## src/design/rclp_pkg.sv

```systemverilog
package rclp_pkg;
  localparam logic [7:0] CH_CR = 8'h0D;
  localparam logic [7:0] CH_LF = 8'h0A;
  localparam logic [7:0] CH_SP = 8'h20;
  localparam logic [7:0] CH_SEMI = 8'h3B;
  localparam logic [7:0] CH_COMMA = 8'h2C;
  localparam logic [7:0] CH_QUOTE = 8'h22;
  localparam logic [7:0] CH_HASH = 8'h23;
  localparam logic [7:0] CH_QMARK = 8'h3F;
  localparam logic [7:0] CH_PLUS = 8'h2B;
  localparam logic [7:0] CH_MINUS = 8'h2D;
  localparam logic [7:0] CH_DOT = 8'h2E;
  localparam logic [7:0] CH_UNDER = 8'h5F;
  localparam int MAX_LINE = 80;
  localparam logic [16:0] UI_MAX = 17'h0FFFF;
  localparam logic [16:0] ND_MAX = 17'h000FF;
  localparam logic [16:0] VAL_SAT = 17'h10000;
  // Command catalogue: name right-justified, full length, significant length
  localparam int NCMD = 4;
  localparam int NAME_CHARS = 12;
  localparam int IDW = 2;
  localparam logic [NAME_CHARS*8-1:0] CMD_NAME [NCMD] = '{
    "START_TEST", "STOP_TEST", "OUT_LEVEL", "STATUS"};
  localparam logic [3:0] CMD_LEN [NCMD] = '{4'hA, 4'h9, 4'h9, 4'h6};
  localparam logic [3:0] CMD_SIG [NCMD] = '{4'h3, 4'h3, 4'h2, 4'h3};
  // End of line choices on the serial port
  localparam logic [1:0] EOL_CR = 2'h0;
  localparam logic [1:0] EOL_LF = 2'h1;
  localparam logic [1:0] EOL_CRLF = 2'h2;
  localparam logic [1:0] EOL_LFCR = 2'h3;
  typedef enum logic [2:0] {
    ARG_UI, ARG_NR1, ARG_NR2, ARG_NR3, ARG_NONDEC, ARG_STR
  } rclp_arg_t;
endpackage

```

## src/design/rclp_match_if.sv

```systemverilog
interface rclp_match_if;
  logic clr;
  logic ch_valid;
  logic [7:0] ch;
  logic hit;
  logic [rclp_pkg::IDW-1:0] id;
  modport parser (output clr, output ch_valid, output ch, input hit, input id);
  modport matcher (input clr, input ch_valid, input ch, output hit, output id);
endinterface

```

## src/design/rclp_hdr_match.sv

```systemverilog
module rclp_hdr_match (
  input wire logic clock,
  input wire logic arst_n,
  rclp_match_if.matcher m
);
  logic [rclp_pkg::NCMD-1:0] alive;
  logic [3:0] idx;

  // Index saturates at 15, so catalogue names must stay shorter
  if (rclp_pkg::NCMD > (1 << rclp_pkg::IDW) || rclp_pkg::NAME_CHARS > 14) begin
    $error("command catalogue does not fit the matcher");
  end

  // Every entry is tracked in parallel, one character a cycle
  always_ff @(posedge clock or negedge arst_n) begin
    if (!arst_n) begin
      alive <= '1;
      idx <= 4'h0;
    end else if (m.clr) begin
      alive <= '1;
      idx <= 4'h0;
    end else if (m.ch_valid) begin
      for (int i = 0; i < rclp_pkg::NCMD; i++) begin
        if (idx >= rclp_pkg::CMD_LEN[i] ||
            rclp_pkg::CMD_NAME[i][(rclp_pkg::CMD_LEN[i] - 4'h1 - idx) * 8 +: 8] != m.ch) begin
          alive[i] <= 1'b0;
        end
      end
      if (idx != 4'hF) begin
        idx <= idx + 4'h1;
      end
    end
  end

  // Full name or any truncation keeping the significant part
  always_comb begin
    m.hit = 1'b0;
    m.id = '0;
    for (int i = rclp_pkg::NCMD - 1; i >= 0; i--) begin
      if (alive[i] && idx >= rclp_pkg::CMD_SIG[i]) begin
        m.hit = 1'b1;
        m.id = i[rclp_pkg::IDW-1:0];
      end
    end
  end
endmodule

```

## src/design/rclp_parser.sv

```systemverilog
// How it works
// - Serial responses end with chosen CR, LF, CR LF or LF CR.
// - GPIB line ends on EOI, alone or with a line feed, code 10.
// - GPIB responses end with EOI alone or EOI with line feed.
// - Semicolons split a line into commands, handled in order.
// - Headers match full name or truncation keeping significant characters.
// - Header ending in question mark is the query form.
// - Letter case never matters.
// - Other spaces between headers, arguments and separators are ignored.
// - Non-decimal integers 0 to 255 with #H, #Q or #B prefix.
// - Unsigned integers 0 up to 65535 are accepted.
// - Signed integer, float without exponent, float with exponent are distinguished.
// - A string argument is the text between two quotes.
// - Set commands change setup; queries ask for a response.
// - Arguments outside their allowed range reject the command.
module rclp_parser (
  input wire logic clock,
  input wire logic arst_n,
  input wire logic port_gpib,
  input wire logic [1:0] eol_sel,
  input wire logic gpib_lf_en,
  input wire logic rx_valid,
  input wire logic [7:0] rx_data,
  input wire logic rx_eoi,
  output logic rx_ready,
  output logic cmd_valid,
  output logic cmd_reject,
  output logic cmd_query,
  output logic [rclp_pkg::IDW-1:0] cmd_id,
  output logic arg_valid,
  output rclp_pkg::rclp_arg_t arg_kind,
  output logic arg_neg,
  output logic [15:0] arg_value,
  output logic line_done,
  output logic line_overflow,
  input wire logic resp_valid,
  input wire logic [7:0] resp_data,
  input wire logic resp_last,
  output logic resp_ready,
  output logic tx_valid,
  output logic [7:0] tx_data,
  output logic tx_eoi,
  input wire logic tx_ready
);
  typedef enum logic [2:0] {P_HDR, P_SEP, P_ARG, P_BASE, P_STR, P_SKIP} rclp_pst_t;
  typedef enum logic [1:0] {T_DATA, T_EOL1, T_EOL2} rclp_tst_t;

  rclp_match_if mif ();
  rclp_hdr_match u_match (.clock(clock), .arst_n(arst_n), .m(mif));

  // Line counter and header length are seven bits wide
  if (rclp_pkg::MAX_LINE > 126) begin
    $error("line limit too large for the line counter");
  end

  rclp_pst_t pst;
  rclp_tst_t tst;
  logic end_pend, hdr_sp, query, err, ovf, ahave, aneg, first_arg;
  logic [6:0] hlen, lcount;
  logic [4:0] base;
  logic [16:0] aval;
  rclp_pkg::rclp_arg_t akind;

  logic take, is_end, is_last, sep_end;
  logic [7:0] u;
  logic [4:0] dig;
  logic dig_ok;
  logic [21:0] acc;

  assign take = rx_valid && rx_ready;
  assign u = (rx_data >= 8'h61 && rx_data <= 8'h7A) ? rx_data - 8'h20 : rx_data;
  // Serial line ends on CR, GPIB on EOI with LF
  assign is_end = take && (port_gpib ? (rx_eoi && rx_data == rclp_pkg::CH_LF)
                                     : rx_data == rclp_pkg::CH_CR);
  assign is_last = take && port_gpib && rx_eoi && rx_data != rclp_pkg::CH_LF;
  assign sep_end = take && !is_end && u == rclp_pkg::CH_SEMI && pst != P_STR;

  always_comb begin
    dig = 5'h1F;
    if (u >= 8'h30 && u <= 8'h39) begin
      dig = 5'(u - 8'h30);
    end else if (u >= 8'h41 && u <= 8'h46) begin
      dig = 5'(u - 8'h37);
    end
    dig_ok = dig < base;
    acc = 22'(aval) * 22'(base) + 22'(dig);
  end

  assign mif.clr = sep_end || is_end || end_pend;
  assign mif.ch_valid = take && !is_end && pst == P_HDR && !ovf &&
                        u != rclp_pkg::CH_SP && u != rclp_pkg::CH_SEMI &&
                        u != rclp_pkg::CH_QMARK;
  assign mif.ch = u;

  // Command close: emits pending argument and the command verdict
  logic closing, close_arg, close_cmd;
  assign closing = sep_end || is_end || end_pend;
  assign close_arg = closing && ahave && pst != P_SKIP && !ovf;
  assign close_cmd = closing && (hlen != 7'h0 || ovf);

  always_ff @(posedge clock or negedge arst_n) begin
    if (!arst_n) begin
      cmd_valid <= 1'b0;
      cmd_reject <= 1'b0;
      cmd_query <= 1'b0;
      cmd_id <= '0;
      line_done <= 1'b0;
      line_overflow <= 1'b0;
    end else begin
      cmd_valid <= close_cmd && !(err || ovf || !mif.hit);
      cmd_reject <= close_cmd && (err || ovf || !mif.hit);
      cmd_query <= query;
      cmd_id <= mif.id;
      line_done <= is_end || end_pend;
      line_overflow <= (is_end || end_pend) && ovf;
    end
  end

  always_ff @(posedge clock or negedge arst_n) begin
    if (!arst_n) begin
      arg_valid <= 1'b0;
      arg_kind <= rclp_pkg::ARG_UI;
      arg_neg <= 1'b0;
      arg_value <= 16'h0000;
    end else begin
      arg_valid <= close_arg || (take && pst == P_ARG && u == rclp_pkg::CH_COMMA && ahave);
      arg_kind <= akind;
      arg_neg <= aneg;
      arg_value <= aval[15:0];
    end
  end

  always_ff @(posedge clock or negedge arst_n) begin
    if (!arst_n) begin
      rx_ready <= 1'b1;
      end_pend <= 1'b0;
    end else begin
      // Data byte carrying EOI needs one more cycle to close the line
      end_pend <= is_last;
      rx_ready <= !is_last;
    end
  end

  always_ff @(posedge clock or negedge arst_n) begin
    if (!arst_n) begin
      lcount <= 7'h0;
      ovf <= 1'b0;
    end else if (is_end || end_pend) begin
      lcount <= 7'h0;
      ovf <= 1'b0;
    end else if (take) begin
      if (lcount == 7'(rclp_pkg::MAX_LINE)) begin
        ovf <= 1'b1;
      end else begin
        lcount <= lcount + 7'h1;
      end
    end
  end

  always_ff @(posedge clock or negedge arst_n) begin
    if (!arst_n) begin
      pst <= P_HDR;
      hlen <= 7'h0;
      hdr_sp <= 1'b0;
      query <= 1'b0;
      err <= 1'b0;
      ahave <= 1'b0;
      aneg <= 1'b0;
      aval <= 17'h0;
      base <= 5'h0A;
      first_arg <= 1'b1;
      akind <= rclp_pkg::ARG_UI;
    end else if (closing) begin
      pst <= P_HDR;
      hlen <= 7'h0;
      hdr_sp <= 1'b0;
      query <= 1'b0;
      err <= 1'b0;
      ahave <= 1'b0;
      aneg <= 1'b0;
      aval <= 17'h0;
      base <= 5'h0A;
      first_arg <= 1'b1;
      akind <= rclp_pkg::ARG_UI;
    end else if (take && !ovf) begin
      unique case (pst)
        P_HDR: begin
          if (u == rclp_pkg::CH_SP) begin
            if (hlen != 7'h0) begin
              pst <= P_SEP;
              hdr_sp <= 1'b1;
            end
          end else if (u == rclp_pkg::CH_QMARK && hlen != 7'h0) begin
            query <= 1'b1;
            pst <= P_SEP;
          end else begin
            hlen <= hlen + 7'h1;
          end
        end
        P_SEP, P_ARG: begin
          if (u == rclp_pkg::CH_SP) begin
            if (pst == P_SEP) begin
              hdr_sp <= 1'b1;
            end
          end else if (u == rclp_pkg::CH_COMMA) begin
            if (!ahave || pst == P_SEP) begin
              err <= 1'b1;
            end
            ahave <= 1'b0;
            aneg <= 1'b0;
            aval <= 17'h0;
            base <= 5'h0A;
            akind <= rclp_pkg::ARG_UI;
            first_arg <= 1'b0;
            pst <= P_ARG;
          end else begin
            if (pst == P_SEP && !hdr_sp) begin
              err <= 1'b1;
            end
            pst <= P_ARG;
            if (ahave && akind == rclp_pkg::ARG_STR) begin
              err <= 1'b1;
            end else if (u == rclp_pkg::CH_QUOTE && !ahave) begin
              akind <= rclp_pkg::ARG_STR;
              aval <= 17'h0;
              pst <= P_STR;
            end else if (u == rclp_pkg::CH_HASH && !ahave) begin
              akind <= rclp_pkg::ARG_NONDEC;
              pst <= P_BASE;
            end else if ((u == rclp_pkg::CH_PLUS || u == rclp_pkg::CH_MINUS) && !ahave) begin
              akind <= rclp_pkg::ARG_NR1;
              aneg <= u == rclp_pkg::CH_MINUS;
            end else if (u == rclp_pkg::CH_DOT &&
                         (akind == rclp_pkg::ARG_UI || akind == rclp_pkg::ARG_NR1)) begin
              akind <= rclp_pkg::ARG_NR2;
            end else if (u == 8'h45 && ahave && akind != rclp_pkg::ARG_NR3 &&
                         akind != rclp_pkg::ARG_NONDEC) begin
              akind <= rclp_pkg::ARG_NR3;
            end else if ((u == rclp_pkg::CH_PLUS || u == rclp_pkg::CH_MINUS) &&
                         akind == rclp_pkg::ARG_NR3) begin
              ahave <= 1'b1;
            end else if (dig_ok) begin
              ahave <= 1'b1;
              if (akind == rclp_pkg::ARG_UI || akind == rclp_pkg::ARG_NR1 ||
                  akind == rclp_pkg::ARG_NONDEC) begin
                aval <= (acc > 22'(rclp_pkg::UI_MAX)) ? rclp_pkg::VAL_SAT : acc[16:0];
                if (acc > 22'(rclp_pkg::UI_MAX)) begin
                  err <= 1'b1;
                end
                if (akind == rclp_pkg::ARG_NONDEC && acc > 22'(rclp_pkg::ND_MAX)) begin
                  err <= 1'b1;
                end
              end
            end else begin
              err <= 1'b1;
            end
          end
        end
        P_BASE: begin
          pst <= P_ARG;
          unique case (u)
            8'h48: base <= 5'h10;
            8'h51: base <= 5'h08;
            8'h42: base <= 5'h02;
            default: err <= 1'b1;
          endcase
        end
        P_STR: begin
          if (u == rclp_pkg::CH_QUOTE) begin
            ahave <= 1'b1;
            pst <= P_ARG;
          end else if (aval != rclp_pkg::UI_MAX) begin
            aval <= aval + 17'h1;
          end
        end
        P_SKIP: begin
        end
        default: pst <= P_SKIP;
      endcase
    end
  end

  // Response side: pass bytes, then append the chosen end of line
  always_ff @(posedge clock or negedge arst_n) begin
    if (!arst_n) begin
      tst <= T_DATA;
      tx_valid <= 1'b0;
      tx_data <= 8'h00;
      tx_eoi <= 1'b0;
      resp_ready <= 1'b0;
    end else begin
      resp_ready <= 1'b0;
      if (tx_valid && tx_ready) begin
        tx_valid <= 1'b0;
      end
      if (!tx_valid || tx_ready) begin
        unique case (tst)
          T_DATA: begin
            if (resp_valid && resp_ready) begin
              tx_valid <= 1'b1;
              tx_data <= resp_data;
              tx_eoi <= resp_last && port_gpib && !gpib_lf_en;
              if (resp_last && !(port_gpib && !gpib_lf_en)) begin
                tst <= T_EOL1;
              end
            end else begin
              resp_ready <= !resp_ready;
            end
          end
          T_EOL1: begin
            tx_valid <= 1'b1;
            tx_eoi <= port_gpib;
            tst <= T_DATA;
            if (port_gpib) begin
              tx_data <= rclp_pkg::CH_LF;
            end else begin
              tx_data <= (eol_sel == rclp_pkg::EOL_LF || eol_sel == rclp_pkg::EOL_LFCR) ?
                         rclp_pkg::CH_LF : rclp_pkg::CH_CR;
              if (eol_sel == rclp_pkg::EOL_CRLF || eol_sel == rclp_pkg::EOL_LFCR) begin
                tst <= T_EOL2;
              end
            end
          end
          T_EOL2: begin
            tx_valid <= 1'b1;
            tx_eoi <= 1'b0;
            tx_data <= (eol_sel == rclp_pkg::EOL_CRLF) ?
                       rclp_pkg::CH_LF : rclp_pkg::CH_CR;
            tst <= T_DATA;
          end
          default: tst <= T_DATA;
        endcase
      end
    end
  end
endmodule

```

## config.mk

```make
export PLATFORM = sky130hd
export DESIGN_NAME = rclp_parser
export DESIGN_NICKNAME = d
export VERILOG_FILES = /design/src/design/rclp_pkg.sv /design/src/design/rclp_match_if.sv /design/src/design/rclp_hdr_match.sv /design/src/design/rclp_parser.sv
export SDC_FILE = /design/constraint.sdc
export NUM_CORES = 1
export LEC_CHECK = 0
export BUFFER_PORTS_ARGS = -buffer_cell sky130_fd_sc_hd__buf_2
export CAP_MARGIN = 10
export CORE_MARGIN = 2
export CORE_UTILIZATION = 68
export CTS_BUF_LIST = sky130_fd_sc_hd__clkbuf_2 sky130_fd_sc_hd__clkbuf_4 sky130_fd_sc_hd__clkbuf_8
export CTS_CLUSTER_SIZE = 12
export DETAILED_ROUTE_END_ITERATION = 16
export GPL_ROUTABILITY_DRIVEN = 0
export PLACE_DENSITY = 0.95
export SYNTH_ARGS = -nofsm -noshare
export SYNTH_HDL_FRONTEND = slang
export SYNTH_SLANG_ARGS = --single-unit
```

## constraint.sdc

```tcl
create_clock -name clock -period 7.1 [get_ports clock]
set_input_delay 1.42 -clock clock [delete_from_list [all_inputs] [get_ports clock]]
set_output_delay 1.42 -clock clock [all_outputs]
set_load 0.02 [all_outputs]
```

# [Word level (Yosys, flattened, before mapping)]
# Cells that the tools add are included.
[classes] n_addsub=11 n_mul=1 magnitude_cmp=14 n_eq_ne=81 shift=4 n_mux=151 reduce_logical=123
[ops] cell="$shiftx 96x33->8 const A" n=4
[ops] cell="$mux 17" n=16
[ops] cell="$eq 8x6->1 const B" n=9
[ops] cell="$mux 3" n=24
[ops] cell="$mux 1" n=71
[ops] cell="$mux 7" n=8
[ops] cell="$logic_and 1x1->1" n=50
[ops] cell="$ne 5x5->1 const B" n=9
[ops] cell="$ne 3x3->1 const B" n=14
[ops] cell="$pmux 17 s2" n=1
[ops] cell="$eq 8x7->1 const B" n=4
[ops] cell="$ne 4x4->1 const B" n=8
[ops] cell="$ne 8x8->1" n=4
[ops] cell="$mux 5" n=6
[ops] cell="$ne 8x6->1 const B" n=3
[ops] cell="$pmux 8 s3" n=1
[ops] cell="$reduce_bool 2->1" n=12
[ops] cell="$add 22x5->22" n=1
[ops] cell="$gt 22x16->1 const B" n=1
[ops] cell="$gt 22x8->1 const B" n=1
[ops] cell="$mul 17x5->22" n=1
[ops] cell="$mux 4" n=5
[ops] cell="$logic_or 1x1->1" n=18
[ops] cell="$add 17x1->17 const B" n=1
[ops] cell="other kinds (50)" n=113
[totals] regBits=99 inputBits=27 out_inout_bits=40 word_cells=419

# [Logic depth before layout (Yosys ltp)]
# Gate-level depths: netlist (run 1).
[depth] depth_word=25 depth_mapped=24 mapped_depth_nobuf=22

# [Cells and area by module]
# From an unflattened synthesis (run 1), not the netlist that was laid out.
[unflattened] cells_unflattened=1076 hier_area_um2=8927.3
[modules_own_cells] mod="rclp_parser" n_inst=1 cells_each=876 area_each_um2=7453.4 seq_area_each_um2=2230.9
[modules_own_cells] mod="rclp_hdr_match" n_inst=1 cells_each=200 area_each_um2=1473.9 seq_area_each_um2=205.2

# [Worst setup path before layout (run 1)]
# OpenSTA, ideal clock, no wires.
[synth_timing] path_kind="input-to-reg" from="input rx_data[1]" to="register aval[11]" setup_time_ps=91 arrival_ps=6882 required_time_ps=7009 slack_ps=126 stages=21 n_path_buf=1 cell_sequence="clkbuf_1 > inv_1 > ha_1 > or4b_1 > o21ai_0 > a2111o_1 > nand2_1 > nor2_1 > o22ai_1 > ha_1 > ha_1 > fa_1 > fa_1 > a21o_1 > nand4_1 > and3_1 > o31ai_1 > a311o_1 > a211oi_1 > nand3_2 > o221ai_1"
[synth_between] elab_chain_cells=24 elab_cells_between_ends=76
[synth_lines] item="start, declared" line_no="rclp_parser.sv:23" rtl="input wire logic [7:0] rx_data,"
[synth_lines] item="$ge 8x7->1 / $le 8x7->1 (equally long branches)" line_no="rclp_parser.sv:71" rtl="assign u = (rx_data >= 8'h61 && rx_data <= 8'h7A) ? rx_data - 8'h20 : rx_data;"
[synth_lines] item="$logic_and 1x1->1" line_no="rclp_parser.sv:71"
[synth_lines] item="$mux 8" line_no="rclp_parser.sv:71"
[synth_lines] item="$ge 8x7->1 / $le 8x7->1 (equally long branches)" line_no="rclp_parser.sv:82" rtl="end else if (u >= 8'h41 && u <= 8'h46) begin"
[synth_lines] item="$logic_and 1x1->1" line_no="rclp_parser.sv:82"
[synth_lines] item="$mux 5" line_no="rclp_parser.sv:82"
[synth_lines] item="$mux 5" line_no="rclp_parser.sv:80" rtl="if (u >= 8'h30 && u <= 8'h39) begin"
[synth_lines] item="$add 22x5->22" line_no="rclp_parser.sv:86" rtl="acc = 22'(aval) * 22'(base) + 22'(dig);"
[synth_lines] item="[... 8 more ...]"
[synth_lines] item="$mux 17" line_no="rclp_parser.sv:227" rtl="end else if (u == rclp_pkg::CH_HASH && !ahave) begin"
[synth_lines] item="$mux 17" line_no="rclp_parser.sv:223" rtl="end else if (u == rclp_pkg::CH_QUOTE && !ahave) begin"
[synth_lines] item="$mux 17" line_no="rclp_parser.sv:221" rtl="if (ahave && akind == rclp_pkg::ARG_STR) begin"
[synth_lines] item="$mux 17" line_no="rclp_parser.sv:205" rtl="end else if (u == rclp_pkg::CH_COMMA) begin"
[synth_lines] item="$mux 17" line_no="rclp_parser.sv:201" rtl="if (u == rclp_pkg::CH_SP) begin"
[synth_lines] item="$pmux 17 s2" line_no="rclp_parser.sv:186" rtl="unique case (pst)"
[synth_lines] item="$mux 17" line_no="rclp_parser.sv:185" rtl="end else if (take && !ovf) begin"
[synth_lines] item="$mux 17" line_no="rclp_parser.sv:173" rtl="end else if (closing) begin"
[synth_lines] item="end signal, assigned" line_no="rclp_parser.sv:246" rtl="aval <= (acc > 22'(rclp_pkg::UI_MAX)) ? rclp_pkg::VAL_SAT : acc[16:0];"
[synth_lines] item="end signal, assigned" line_no="rclp_parser.sv:273" rtl="aval <= aval + 17'h1;"
[synth_lines] item="end, declared" line_no="rclp_parser.sv:61" rtl="logic [16:0] aval;"
# Parallel ways exist; a longest one is shown, timed or not. The select of a mux whose other input is x is not followed.
# A chain may end at the register's enable or synchronous reset.

# [Worst setup path after layout (run 1)]
[layout_timing] from="input rx_data[1]" to="register aval[14]"
# Same word-level chain as after synthesis.

==> results of run 1 <==
routing by layer:
| metal | up-vias | track usage |
|---|---|---|
| met2 | 467 | 0.5066 |
| li1 | 3860 | - |
| met3 | 96 | 0.06809 |
| met5 | - | 0 |
| met1 | 3937 | 0.4459 |
| met4 | 0 | 0.1408 |
through the flow:
step | cell area, um2 | setup TNS, ns | instances | setup slack [ns] | utilization
after floorplan | 8748 | 0 | 1071 | 0.1264 | -
final | 9354 | 0 | 1281 | 0.2906 | 0.7443
after detailed placement | 9144 | -0.9693 | 1265 | -0.1170 | 0.7275
after global placement | 9144 | 0 | 1265 | 0.2147 | 0.7275
after CTS | 9344 | 0 | 1281 | 0.1510 | 0.7435
after global routing | 9354 | 0 | 1281 | 0.007824 | 0.7443
registers in the layout (all words and copies together), names as in the netlist, 2 cells and up:
signal         flops
akind              3
arg_kind           3
arg_value         16
aval              17
base               3
cmd_id             2
hlen               7
lcount             7
pst                3
tst                2
tx_data            8
u_match.alive      4
u_match.idx        4
cells in the mapped netlist, drive strengths merged, types with 20 or more instances:
cell      n
nand3    31
dfrtp    90
nand2b   26
ha       84
and3     22
a31oi    20
a21oi    46
xnor2    24
o21ai    70
clkbuf   42
inv     103
nor2    101
nand2    81
and2     39
logic make-up (layout without fill, tap and decap cells):
kind of cell             Yosys count  in the layout
AND/OR/NAND/NOR                  404            404
AO/OA/AOI/OAI                    257            257
buffers and inverters            156            194
adder cells (fa/ha/maj)          101            101
flip-flops                        97             97
XOR/XNOR                          43             43
multiplexers                      13             13
repair_timing:
item / 4_1_cts / 5_1_grt
endpoints found under the setup margin: 0 / 14
gates resized for setup: 0 / 3
hold endpoints to repair: 0 / 0
buffers inserted: 0 / 0
cell type report:
cell class / count / share of cell area
multi-input combinational: 818 / 0.6114
clock inverter: 7 / 0.008159
inverter: 104 / 0.04173
sequential: 97 / 0.2604
timing repair buffer: 74 / 0.04200
clock buffer: 9 / 0.01324
tap: 172 / 0.02301
worst max-delay path: cells and delay by family:
kind	cells	cell delay [ns]
xor gates and xnor gates	1	0.19
buffers and inverters	2	0.36
adders and majority gates	5	1.74
AOI/OAI and AO/OA	7	1.52
and+or+nand+nor	6	1.84
where the power goes:
group          leakage, uW  switching [uW]  internal, uW
Clock             0.000102             212           167
Sequential         0.00126             140           666
Combinational      0.00315             708           461
Total              0.00452            1060          1290
how the worst max path moves through the flow:
stage	from	end	slack, ns	cells after the start
floorplan	rx_data[1]	aval[11]$_DFFE_PN0P_	0.13	21
global placement	rx_data[1]	aval[9]$_DFFE_PN0P_	0.21	21
finish	rx_data[1]	aval[14]$_DFFE_PN0P_	0.29	21
global route	rx_data[1]	aval[14]$_DFFE_PN0P_	0.008	21
detailed placement	rx_data[1]	aval[5]$_DFFE_PN0P_	-0.12	21
CTS	rx_data[1]	aval[6]$_DFFE_PN0P_	0.15	21
==> key figures, run 1 <==
Outcome
  – Outcome: finished, final reports clean

Yosys
  – Syn_nets: between 1000 and 1500
  – Largest family of logic cells by synthesized area: simple AND/OR/NAND/NOR gates
  – Adder-Cell Fraction of Synth Area: 0.1590
  – Distinct cell type count after synthesis: between 80 and 90
  – Yosys reg bits: 97
  – Synth top area cells: dfrtp_1 (26%), ha_1 (12%), inv_1 (4.4%), nor2_1 (4.3%), o21ai_0 (3.9%)
  – Avg Inst Size Synth: ~8.2 um2
  – Synth async-reset ratio: 1.000
  – Synth area leader: dfrtp_1
  – XOR/XNOR Fraction of Synth Area: 0.04305
  – Sequential fraction of the synthesis area: 0.2785
  – Post-synthesis simple-gate area fraction: 0.2407
  – Compound-Gate Fraction of Synth Area: 0.1945
  – Mux cell area share after synthesis: 0.01530
  – Synth top area share: 0.2574
  – Top FF cell, synth: dfrtp_1
  – Synth warn: 0
  – Mapped Cells: between 1000 and 1500
  – Post-synth EDFFs: 0
  – Post-Syn Area: just under 0.009 mm2

GRT
  – Initial antenna violation count: 0
  – Grt ovf: 0
  – GRT Total Usage: 0.3268
  – Number of global-route vias before repair: about 8000
  – Largest net degree at the start of global routing: 83
  – First-pass GRT wire length: around 37000 um

Timing
  – Period minus WS final: between 6 and 7 ns
  – Finish-stage setup viols: 0
  – Worst-Margin Slew: 1.045 ns
  – Hold Vio Cnt, Final: 0
  – Fin Clk Skew: ~0.013 ns
  – Final period utilization: 0.9591
  – Slew HR: 0.3032
  – Unrepaired setup endpoints after global routing: no
  – Worst hold margin: roughly 0.39 ns
  – Peak Freq: ~0.15 GHz
  – Final Max Tran Viols: 0

Setup path
  – Critical Path Sink Type: register
  – FF-to-FF End: aval[14]$_DFFE_PN0P_
  – Worst path slowest cell: or4b_1
  – Worst-path maximum fanout: 9
  – Startpoint types: primary input
  – R2R Path Start: base[4]$_DFFE_PN0P_
  – Critical path class: primary input to register
  – Most frequent CP cell: ha_1
  – Cell chain of the critical path: buf_2 > inv_1 > ha_1 > or4b_1 > o21ai_0 > a2111o_1 > nand2_1 > nor2_1 > o22ai_1 > ha_1 > ha_1 > fa_1 > ha_1 > a211oi_1 > nor4_1 > o21ai_1 > o211ai_1 > xnor2_1 > nor2b_2 > nand2_1 > o311ai_0
  – Worst path max stage delay: ~0.56 ns
  – Crit path DAT: 7.07 ns
  – Reg2Reg Depth: 15
  – R2r setup slk: around 2.2 ns
  – Required time of the worst setup path: ~7.4 ns

Floorplan
  – Die area: 0.01379 mm2
  – DIE WIDTH: between 100 and 150 um
  – Core Footprint: 0.01257 mm2
  – IO Count: 67
  – Die Ht: 117.4 um
  – Starting Density: 0.6961
  – Row count: 41

Drt
  – Met3 routed wirelength: roughly 2200 um
  – Initial drt markers: about 1100
  – Uppermost routed layer: met4
  – Routed wire per std cell: 17.51 um
  – Post-route DRC: 0
  – WL met2: 10260 um
  – Metal1 wirelength: between 9000 and 10000 um
  – Routed Wire Length: ~22000 um
  – First drt pass iteration count: 8
  – ANT nets after route: 0
  – Vias: around 8400
  – Vias per cell: approximately 6.5

Layout
  – Commonest cells after routing, fill and taps aside: inv_1 (103), nor2_1 (101), dfrtp_1 (90)
  – Commonest non-fill, non-tap cell in the layout: inv_1
  – Fill count: slightly below 900
  – Layout Nets: approximately 1200
  – Share of cells above drive strength 1: 0.1064
  – Antenna cells: 0
  – Layout area overhead: 6.922%
  – Area of the multi-input gates: 0.005719 mm2
  – Sequential Area: about 0.0024 mm2

Clock tree
  – Worst-Skew Late Latency: ~0.39 ns
  – H-Tree Depth: 3
  – Clock slew at reported path FFs: 0.10 ns
  – TritonCTS Sinks: between 90 and 100
  – Total CTS buffers: 9
  – Cts-stage hold buffer count: 0
  – Root buf cell: clkbuf_8
  – CTS tree: done
  – Clk buf depth: 2

Placement
  – Dpl hpwl: 16320 um
  – Buffers on Ports: between 60 and 70

Pwr
  – PwrDens: about 250 mW/mm2
  – Leakage Power: between 0.004 and 0.005 uW
  – Peak supply drop: between 100 and 150 uV
  – Power Total: approximately 2400 uW

Flow run
  – Maxcap violations: 0

Hold path
  – Hold path startpoint: query$_DFFE_PN0P_
  – Hold-critical path endpoint: cmd_query$_DFF_PN0_
  – Hold crit path type: register to register
  – Hold path depth: 0
(Power assumes the default switching activity.)
==> run 2: changes to the inputs <==
- ABC_AREA: not set -> 1
==> key figures, run 2 <==
Layout
  – Layout area overhead: 6.657%
  – Area of the multi-input gates: 0.005527 mm2 (-3.4%)
  – Commonest non-fill, non-tap cell in the layout: nand2_1
  – Antenna cells: 0 (unchanged)
  – Layout Nets: 1484 (+20%)
  – Max FFs per register: 17 (unchanged)
  – Final core utilization: 0.7516 (+0.007323)
  – Largest reg by FF count: aval
  – Sequential Area: 0.002436 mm2 (unchanged)
  – Top flop regs: aval x17, arg_value x16, tx_data x8
  – Share of cells above drive strength 1: 0.09846 (-0.007945)
  – Fill count: 932 (+5.7%)
  – Commonest cells after routing, fill and taps aside: nand2_1 (319), inv_1 (213), nor2_1 (119)

Yosys
  – Compound-Gate Fraction of Synth Area: 0.1050 (-0.08955)
  – Sequential fraction of the synthesis area: 0.2717 (-0.006723)
  – Most frequent cell after synthesis: nand2_1
  – Top FF cell, synth: dfrtp_1
  – Adder-Cell Fraction of Synth Area: 0.1552 (-0.003840)
  – XOR/XNOR Fraction of Synth Area: 0.03517 (-0.007878)
  – Post-Syn Area: 0.008965 mm2 (+2.5%)
  – Yosys reg bits: 97 (unchanged)
  – Synth top area share: 0.2512 (-0.006216)
  – Synth top area cells: dfrtp_1 (25%), nand2_1 (13%), ha_1 (12%), inv_1 (8.9%), nand3_1 (5.8%)
  – Post-synth top cells: nand2_1 (319), inv_1 (213), nor2_1 (119), nand3_1 (103), dfrtp_1 (90)
  – Syn_nets: 1438 (+20%)
  – Largest family of logic cells by synthesized area: simple AND/OR/NAND/NOR gates
  – Synth async-reset ratio: 1.000 (unchanged)
  – Mux cell area share after synthesis: 0.001256 (-0.01405)
  – Distinct cell type count after synthesis: 54 (-34%)
  – Synth warn: 0 (unchanged)
  – Post-synth EDFFs: 0 (unchanged)
  – Avg Inst Size Synth: 6.843 um2 (-16%)
  – Synth area leader: dfrtp_1
  – Post-synthesis simple-gate area fraction: 0.3199 (+0.07918)
  – Mapped Cells: 1310 (+22%)

Floorplan
  – Die Ht: 118.8 um (+1.2%)
  – Core Footprint: 0.01272 mm2 (+1.2%)
  – Row count: 41 (unchanged)
  – Starting Density: 0.7047 (+0.008594)
  – DIE WIDTH: 118.8 um (+1.2%)
  – Die area: 0.01412 mm2 (+2.4%)
  – IO Count: 67 (unchanged)

Pwr
  – Leakage Power: 0.005384 uW (+19%)
  – Power Total: 4124 uW (+75%)
  – Peak supply drop: 272.8 uV (+150%)
  – PwrDens: 431.3 mW/mm2 (+71%)

GRT
  – Number of global-route vias before repair: 8393 (+7.1%)
  – First-pass GRT wire length: 39010 um (+4.1%)
  – Largest net degree at the start of global routing: 68 (-18%)
  – Grt ovf: 0 (unchanged)
  – GRT Total Usage: 0.3384 (+0.01157)
  – Initial antenna violation count: 0 (unchanged)

Timing
  – Finish-stage setup viols: 0 (unchanged)
  – Peak Freq: 0.1514 GHz (+3.1%)
  – Final Max Tran Viols: 0 (unchanged)
  – Worst setup margin: 0.4928 ns (+0.2023 ns)
  – Hold Vio Cnt, Final: 0 (unchanged)
  – Unrepaired setup endpoints after global routing: no
  – Worst-Margin Slew: 1.025 ns (-0.01985 ns)
  – Period minus WS final: 6.607 ns (-0.2023 ns)
  – Slew HR: 0.3139 (+0.01071)
  – Setup TNS: 0 ns (unchanged)
  – Final period utilization: 0.9306 (-0.02849)
  – Fin Clk Skew: 0.01243 ns (-0.0004783 ns)

Drt
  – Routed wire per std cell: 15.23 um (-13%)
  – Routed Wire Length: 23350 um (+4.1%)
  – Initial drt markers: 981 (-15%)
  – Vias: 9069 (+8.5%)
  – Vias per cell: 5.916 (-9.4%)
  – ANT nets after route: 0 (unchanged)
  – Post-route DRC: 0 (unchanged)
  – First drt pass iteration count: 6 (-2)

Setup path
  – Required time of the worst setup path: 7.44 ns (+0.08 ns)
  – Startpoint types: primary input
  – Critical path class: primary input to register
  – Crit path DAT: 6.95 ns (-0.12 ns)
  – Critical Path Sink Type: register
  – Worst-path maximum fanout: 17 (+8)
  – Most frequent CP cell: nand2_1
  – Worst path slowest cell: fa_1
  – Worst path max stage delay: 0.42 ns (-0.14 ns)

Clock tree
  – Root buf cell: clkbuf_8
  – Post-CTS resize count: 0 (unchanged)
  – Clk buf depth: 2 (unchanged)
  – CTS tree: done
  – Post-CTS setup buffer count: 0 (unchanged)
  – Cts-stage hold buffer count: 0 (unchanged)
  – TritonCTS Sinks: 97 (unchanged)
  – Clock slew at reported path FFs: 0.10 ns (about the same)
  – Total CTS buffers: 9 (unchanged)
  – Worst-Skew Late Latency: 0.40 ns (about the same)
  – H-Tree Depth: 3 (unchanged)

Placement
  – Dpl ws: 0.3331 ns (+0.4501 ns)
  – Buffers on Ports: 66 (unchanged)
  – Dpl hpwl: 17560 um (+7.6%)

Hold path
  – Hold crit path type: register to register

Outcome
  – Outcome: finished, final reports clean

Flow run
  – Maxcap violations: 0 (unchanged)
## run 2: changes by cell type after synthesis, sizes merged, moves of 26 or more
cell    change
nand2     +248
inv       +121
nand3      +78
and2       -39
nor2       +28
nand2b     -26
## run 2: worst paths after layout
path | startpoint | to | slack, ns | cells past startpoint
max in group asynchronous | arst_n | arg_kind[2]$_DFF_PN0_ | 4.98 | 2
setup reg to reg | base[4]$_DFFE_PN0P_ | aval[8]$_DFFE_PN0P_ | 2.26 | 25
hold / removal | aneg$_DFFE_PN0P_ | arg_neg$_DFF_PN0_ | 0.40 | 0
hold reg to reg | aneg$_DFFE_PN0P_ | arg_neg$_DFF_PN0_ | 0.40 | 0
setup / recovery | rx_data[1] | aval[8]$_DFFE_PN0P_ | 0.49 | 33
min in group asynchronous | arst_n | u_match.idx[2]$_DFFE_PN0P_ | 0.95 | 1
## run 2: cell families after synthesis
| group | Yosys count |
|---|---|
| AOI/OAI and AO/OA | 169 |
| xor gates and xnor gates | 36 |
| adders and majority gates | 101 |
| buffers and inverters | 259 |
| DFF | 97 |
| muxes | 1 |
| and+or+nand+nor | 647 |
## run 2: critical path: cells and delay by family
family / cells / cell delay (ns)
buffers and inverters: 3 / 0.58
AO/OA/AOI/OAI: 5 / 0.76
adder cells (fa/ha/maj): 5 / 1.74
AND/OR/NAND/NOR: 20 / 2.43
## run 2: metal layers
layer	wire, um	track usage	vias up
li1	-	-	4301
met1	9432	0.4384	4105
met2	10810	0.5553	561
met3	2280	0.06226	102
met4	825	0.1473	0
met5	0	0	-
## run 2: final cells by class
class	count	share of cell area
multi-input cells	954	0.5780
flip-flops and latches	97	0.2548
inverters	226	0.08872
repair buffers	68	0.03638
well taps	172	0.02251
clock buffers	9	0.01295
clock inverters	7	0.006674
## run 2: where the power goes
part           switching, uW  total [uW]  internal [uW]
logic                   1760        2730            963
clock network            227         360            133
registers                269        1040            768
total                   2260        4120           1870
## run 2: per-stage QoR
| step | std cells | area, um2 | hold slack, ns |
|---|---|---|---|
| 3_3_place_gp | 1517 | 9374 | 0.3682 |
| 2_1_floorplan | 1310 | 8965 | 0.3519 |
| 5_1_grt | 1533 | 9562 | 0.4019 |
| 4_1_cts | 1533 | 9562 | 0.3954 |
| 6_report | 1533 | 9562 | 0.3971 |
| 3_5_place_dp | 1517 | 9374 | 0.3719 |
==> run 3: changes to the inputs <==
- CORE_UTILIZATION: 68 -> 57
- PLACE_DENSITY: 0.95 -> 0.85
- clock period: 7.1 -> 5.9 ns (I/O delays scaled with it)
==> key figures, run 3 (synthesized netlist as in run 2, its figures left out) <==
Outcome
  – Outcome: finished, final reports clean

Layout
  – Max FFs per register: 17 (unchanged)
  – Share of cells above drive strength 1: 0.1314 (+0.03297)
  – Commonest cells after routing, fill and taps aside: nand2_1 (318), inv_1 (213), nor2_1 (115)
  – Layout Nets: 1523 (+2.6%)
  – Antenna cells: 0 (unchanged)
  – Top flop regs: aval x17, arg_value x16, tx_data x8
  – Post-route insts no fill: 1611 (+5.1%)
  – Commonest non-fill, non-tap cell in the layout: nand2_1
  – Largest reg by FF count: aval
  – Layout area overhead: 11.22%
  – Final core utilization: 0.6535 (-0.09811)
  – Fill count: 1278 (+37%)

Clock tree
  – Clock slew at reported path FFs: 0.10 ns (about the same)
  – Root buf cell: clkbuf_8
  – Clk buf depth: 2 (unchanged)
  – TritonCTS Sinks: 97 (unchanged)
  – H-Tree Depth: 3 (unchanged)
  – Total CTS buffers: 9 (unchanged)
  – CTS tree: done
  – Cts-stage hold buffer count: 0 (unchanged)
  – Worst-Skew Late Latency: 0.39 ns (about the same)

Setup path
  – Crit path DAT: 5.86 ns (-1.09 ns)
  – Cell family with most CP delay: simple AND/OR/NAND/NOR gates
  – Worst path slowest cell: fa_2
  – Critical Path Sink Type: register
  – Most frequent CP cell: nand2_1
  – Worst-path maximum fanout: 17 (unchanged)
  – Required time of the worst setup path: 6.24 ns (-1.20 ns)
  – Worst path max stage delay: 0.61 ns (+0.19 ns)
  – Startpoint types: primary input
  – Worst path bufs/invs: 5 (+2)
  – Critical path class: primary input to register

GRT
  – Number of global-route vias before repair: 8195 (-2.4%)
  – GRT Total Usage: 0.2808 (-0.05764)
  – Largest net degree at the start of global routing: 68 (unchanged)
  – Initial antenna violation count: 0 (unchanged)
  – Grt ovf: 0 (unchanged)
  – First-pass GRT wire length: 38450 um (-1.4%)

Timing
  – Finish-stage setup viols: 0 (unchanged)
  – Hold Vio Cnt, Final: 0 (unchanged)
  – Final period utilization: 0.9361
  – Slew HR: 0.3086 (-0.005273)
  – Fin Clk Skew: 0.008024 ns (-0.004404 ns)
  – Worst hold margin: 0.4030 ns (+0.005854 ns)
  – Period minus WS final: ~5.5 ns
  – Worst-Margin Slew: 1.033 ns (+0.007880 ns)
  – Final Max Tran Viols: 0 (unchanged)
  – Peak Freq: 0.1811 GHz
  – Worst setup margin: 0.3771 ns (-0.1157 ns)

Pwr
  – Psw: 2692 uW (+19%)
  – PwrDens: 513.5 mW/mm2 (+19%)
  – Peak supply drop: 332.3 uV (+22%)
  – Leakage Power: 0.005582 uW (+3.7%)
  – Comb power frac: 0.674 (+0.013)
  – P_int: 2428 uW (+30%)
  – Power Total: 5120 uW (+24%)
  – Sw frac: 0.5257 (-0.02200)
  – Power share of the sequential group: 0.240 (-0.012)
  – Clock network power share: 0.086 (about the same)

Floorplan
  – Starting Density: 0.5875 (-0.1171)
  – Die Ht: 129.4 um (+8.9%)
  – Die area: 0.01675 mm2 (+19%)
  – IO Count: 67 (unchanged)
  – Core Footprint: 0.01526 mm2 (+20%)
  – DIE WIDTH: 129.4 um (+8.9%)
  – Row count: 45 (+9.8%)

Drt
  – Vias: 8915 (-1.7%)
  – Vias per cell: 5.534 (-6.5%)
  – Routed wire per std cell: 14.00 um (-8.1%)
  – First drt pass iteration count: 7 (+1)
  – Routed Wire Length: 22550 um (-3.4%)
  – ANT nets after route: 0 (unchanged)
  – Initial drt markers: 959 (-2.2%)
  – Post-route DRC: 0 (unchanged)

Placement
  – DP Cell Count: 1595 (+5.1%)
  – Dpl hpwl: 17260 um (-1.7%)
  – Buffers on Ports: 66 (unchanged)
  – Dpl ws: -0.2313 ns (-0.5643 ns)

Hold path
  – Hold crit path type: register to register

Flow run
  – Maxcap violations: 0 (unchanged)
-- run 3: cell type report --
type / count / area [um2] / area share
Timing Repair Buffer: 107 / 653.1 / 0.06550
Sequential cell: 97 / 2436 / 0.2443
Inverter: 226 / 848.3 / 0.08508
Tap cell: 211 / 264.0 / 0.02648
Multi-Input combinational cell: 954 / 5575 / 0.5592
Clock inverter: 6 / 56.30 / 0.005647
Clock buffer: 10 / 137.6 / 0.01380
-- run 3: layer usage --
| layer | global-route usage | wire length, um |
|---|---|---|
| met5 | 0 | 0 |
| met3 | 0.03716 | 1716 |
| met2 | 0.4545 | 10340 |
| met4 | 0.08033 | 417 |
| met1 | 0.3969 | 10080 |
-- run 3: repair_timing --
action,4_1_cts,5_1_grt
resized for setup,0,13
endpoints found under the setup margin,0,18
setup buffers,0,0
-- run 3: power groups by stage --
stage | logic, uW | clock network (uW) | registers (uW)
after CTS | 3340 | 452 | 1220
after global routing | 3890 | 474 | 1270
after global placement | 3230 | 0 | 1220
after detailed placement | 3320 | 0 | 1230
final | 3450 | 440 | 1230
after floorplan | 2410 | 0 | 1200
-- run 3: path summary, 6_finish.rpt --
| kind | from | end | slack, ns | cells after the start |
|---|---|---|---|---|
| worst min-delay path | aneg$_DFFE_PN0P_ | arg_neg$_DFF_PN0_ | 0.40 | 0 |
| min in group asynchronous | arst_n | akind[0]$_DFFE_PN0P_ | 0.86 | 1 |
| max in group asynchronous | arst_n | base[3]$_DFFE_PN1P_ | 4.11 | 2 |
| worst max register to register | base[4]$_DFFE_PN0P_ | aval[1]$_DFFE_PN0P_ | 1.44 | 26 |
| worst max-delay path | rx_data[0] | aval[1]$_DFFE_PN0P_ | 0.38 | 33 |
| worst min register to register | aneg$_DFFE_PN0P_ | arg_neg$_DFF_PN0_ | 0.40 | 0 |
-- run 3: stage by stage --
stage	TNS, ns	area, um2
finish	0	9971
global route	-0.003627	9971
CTS	0	9925
detailed placement	-2.829	9731
global placement	-0.04327	9731
floorplan	0	8967
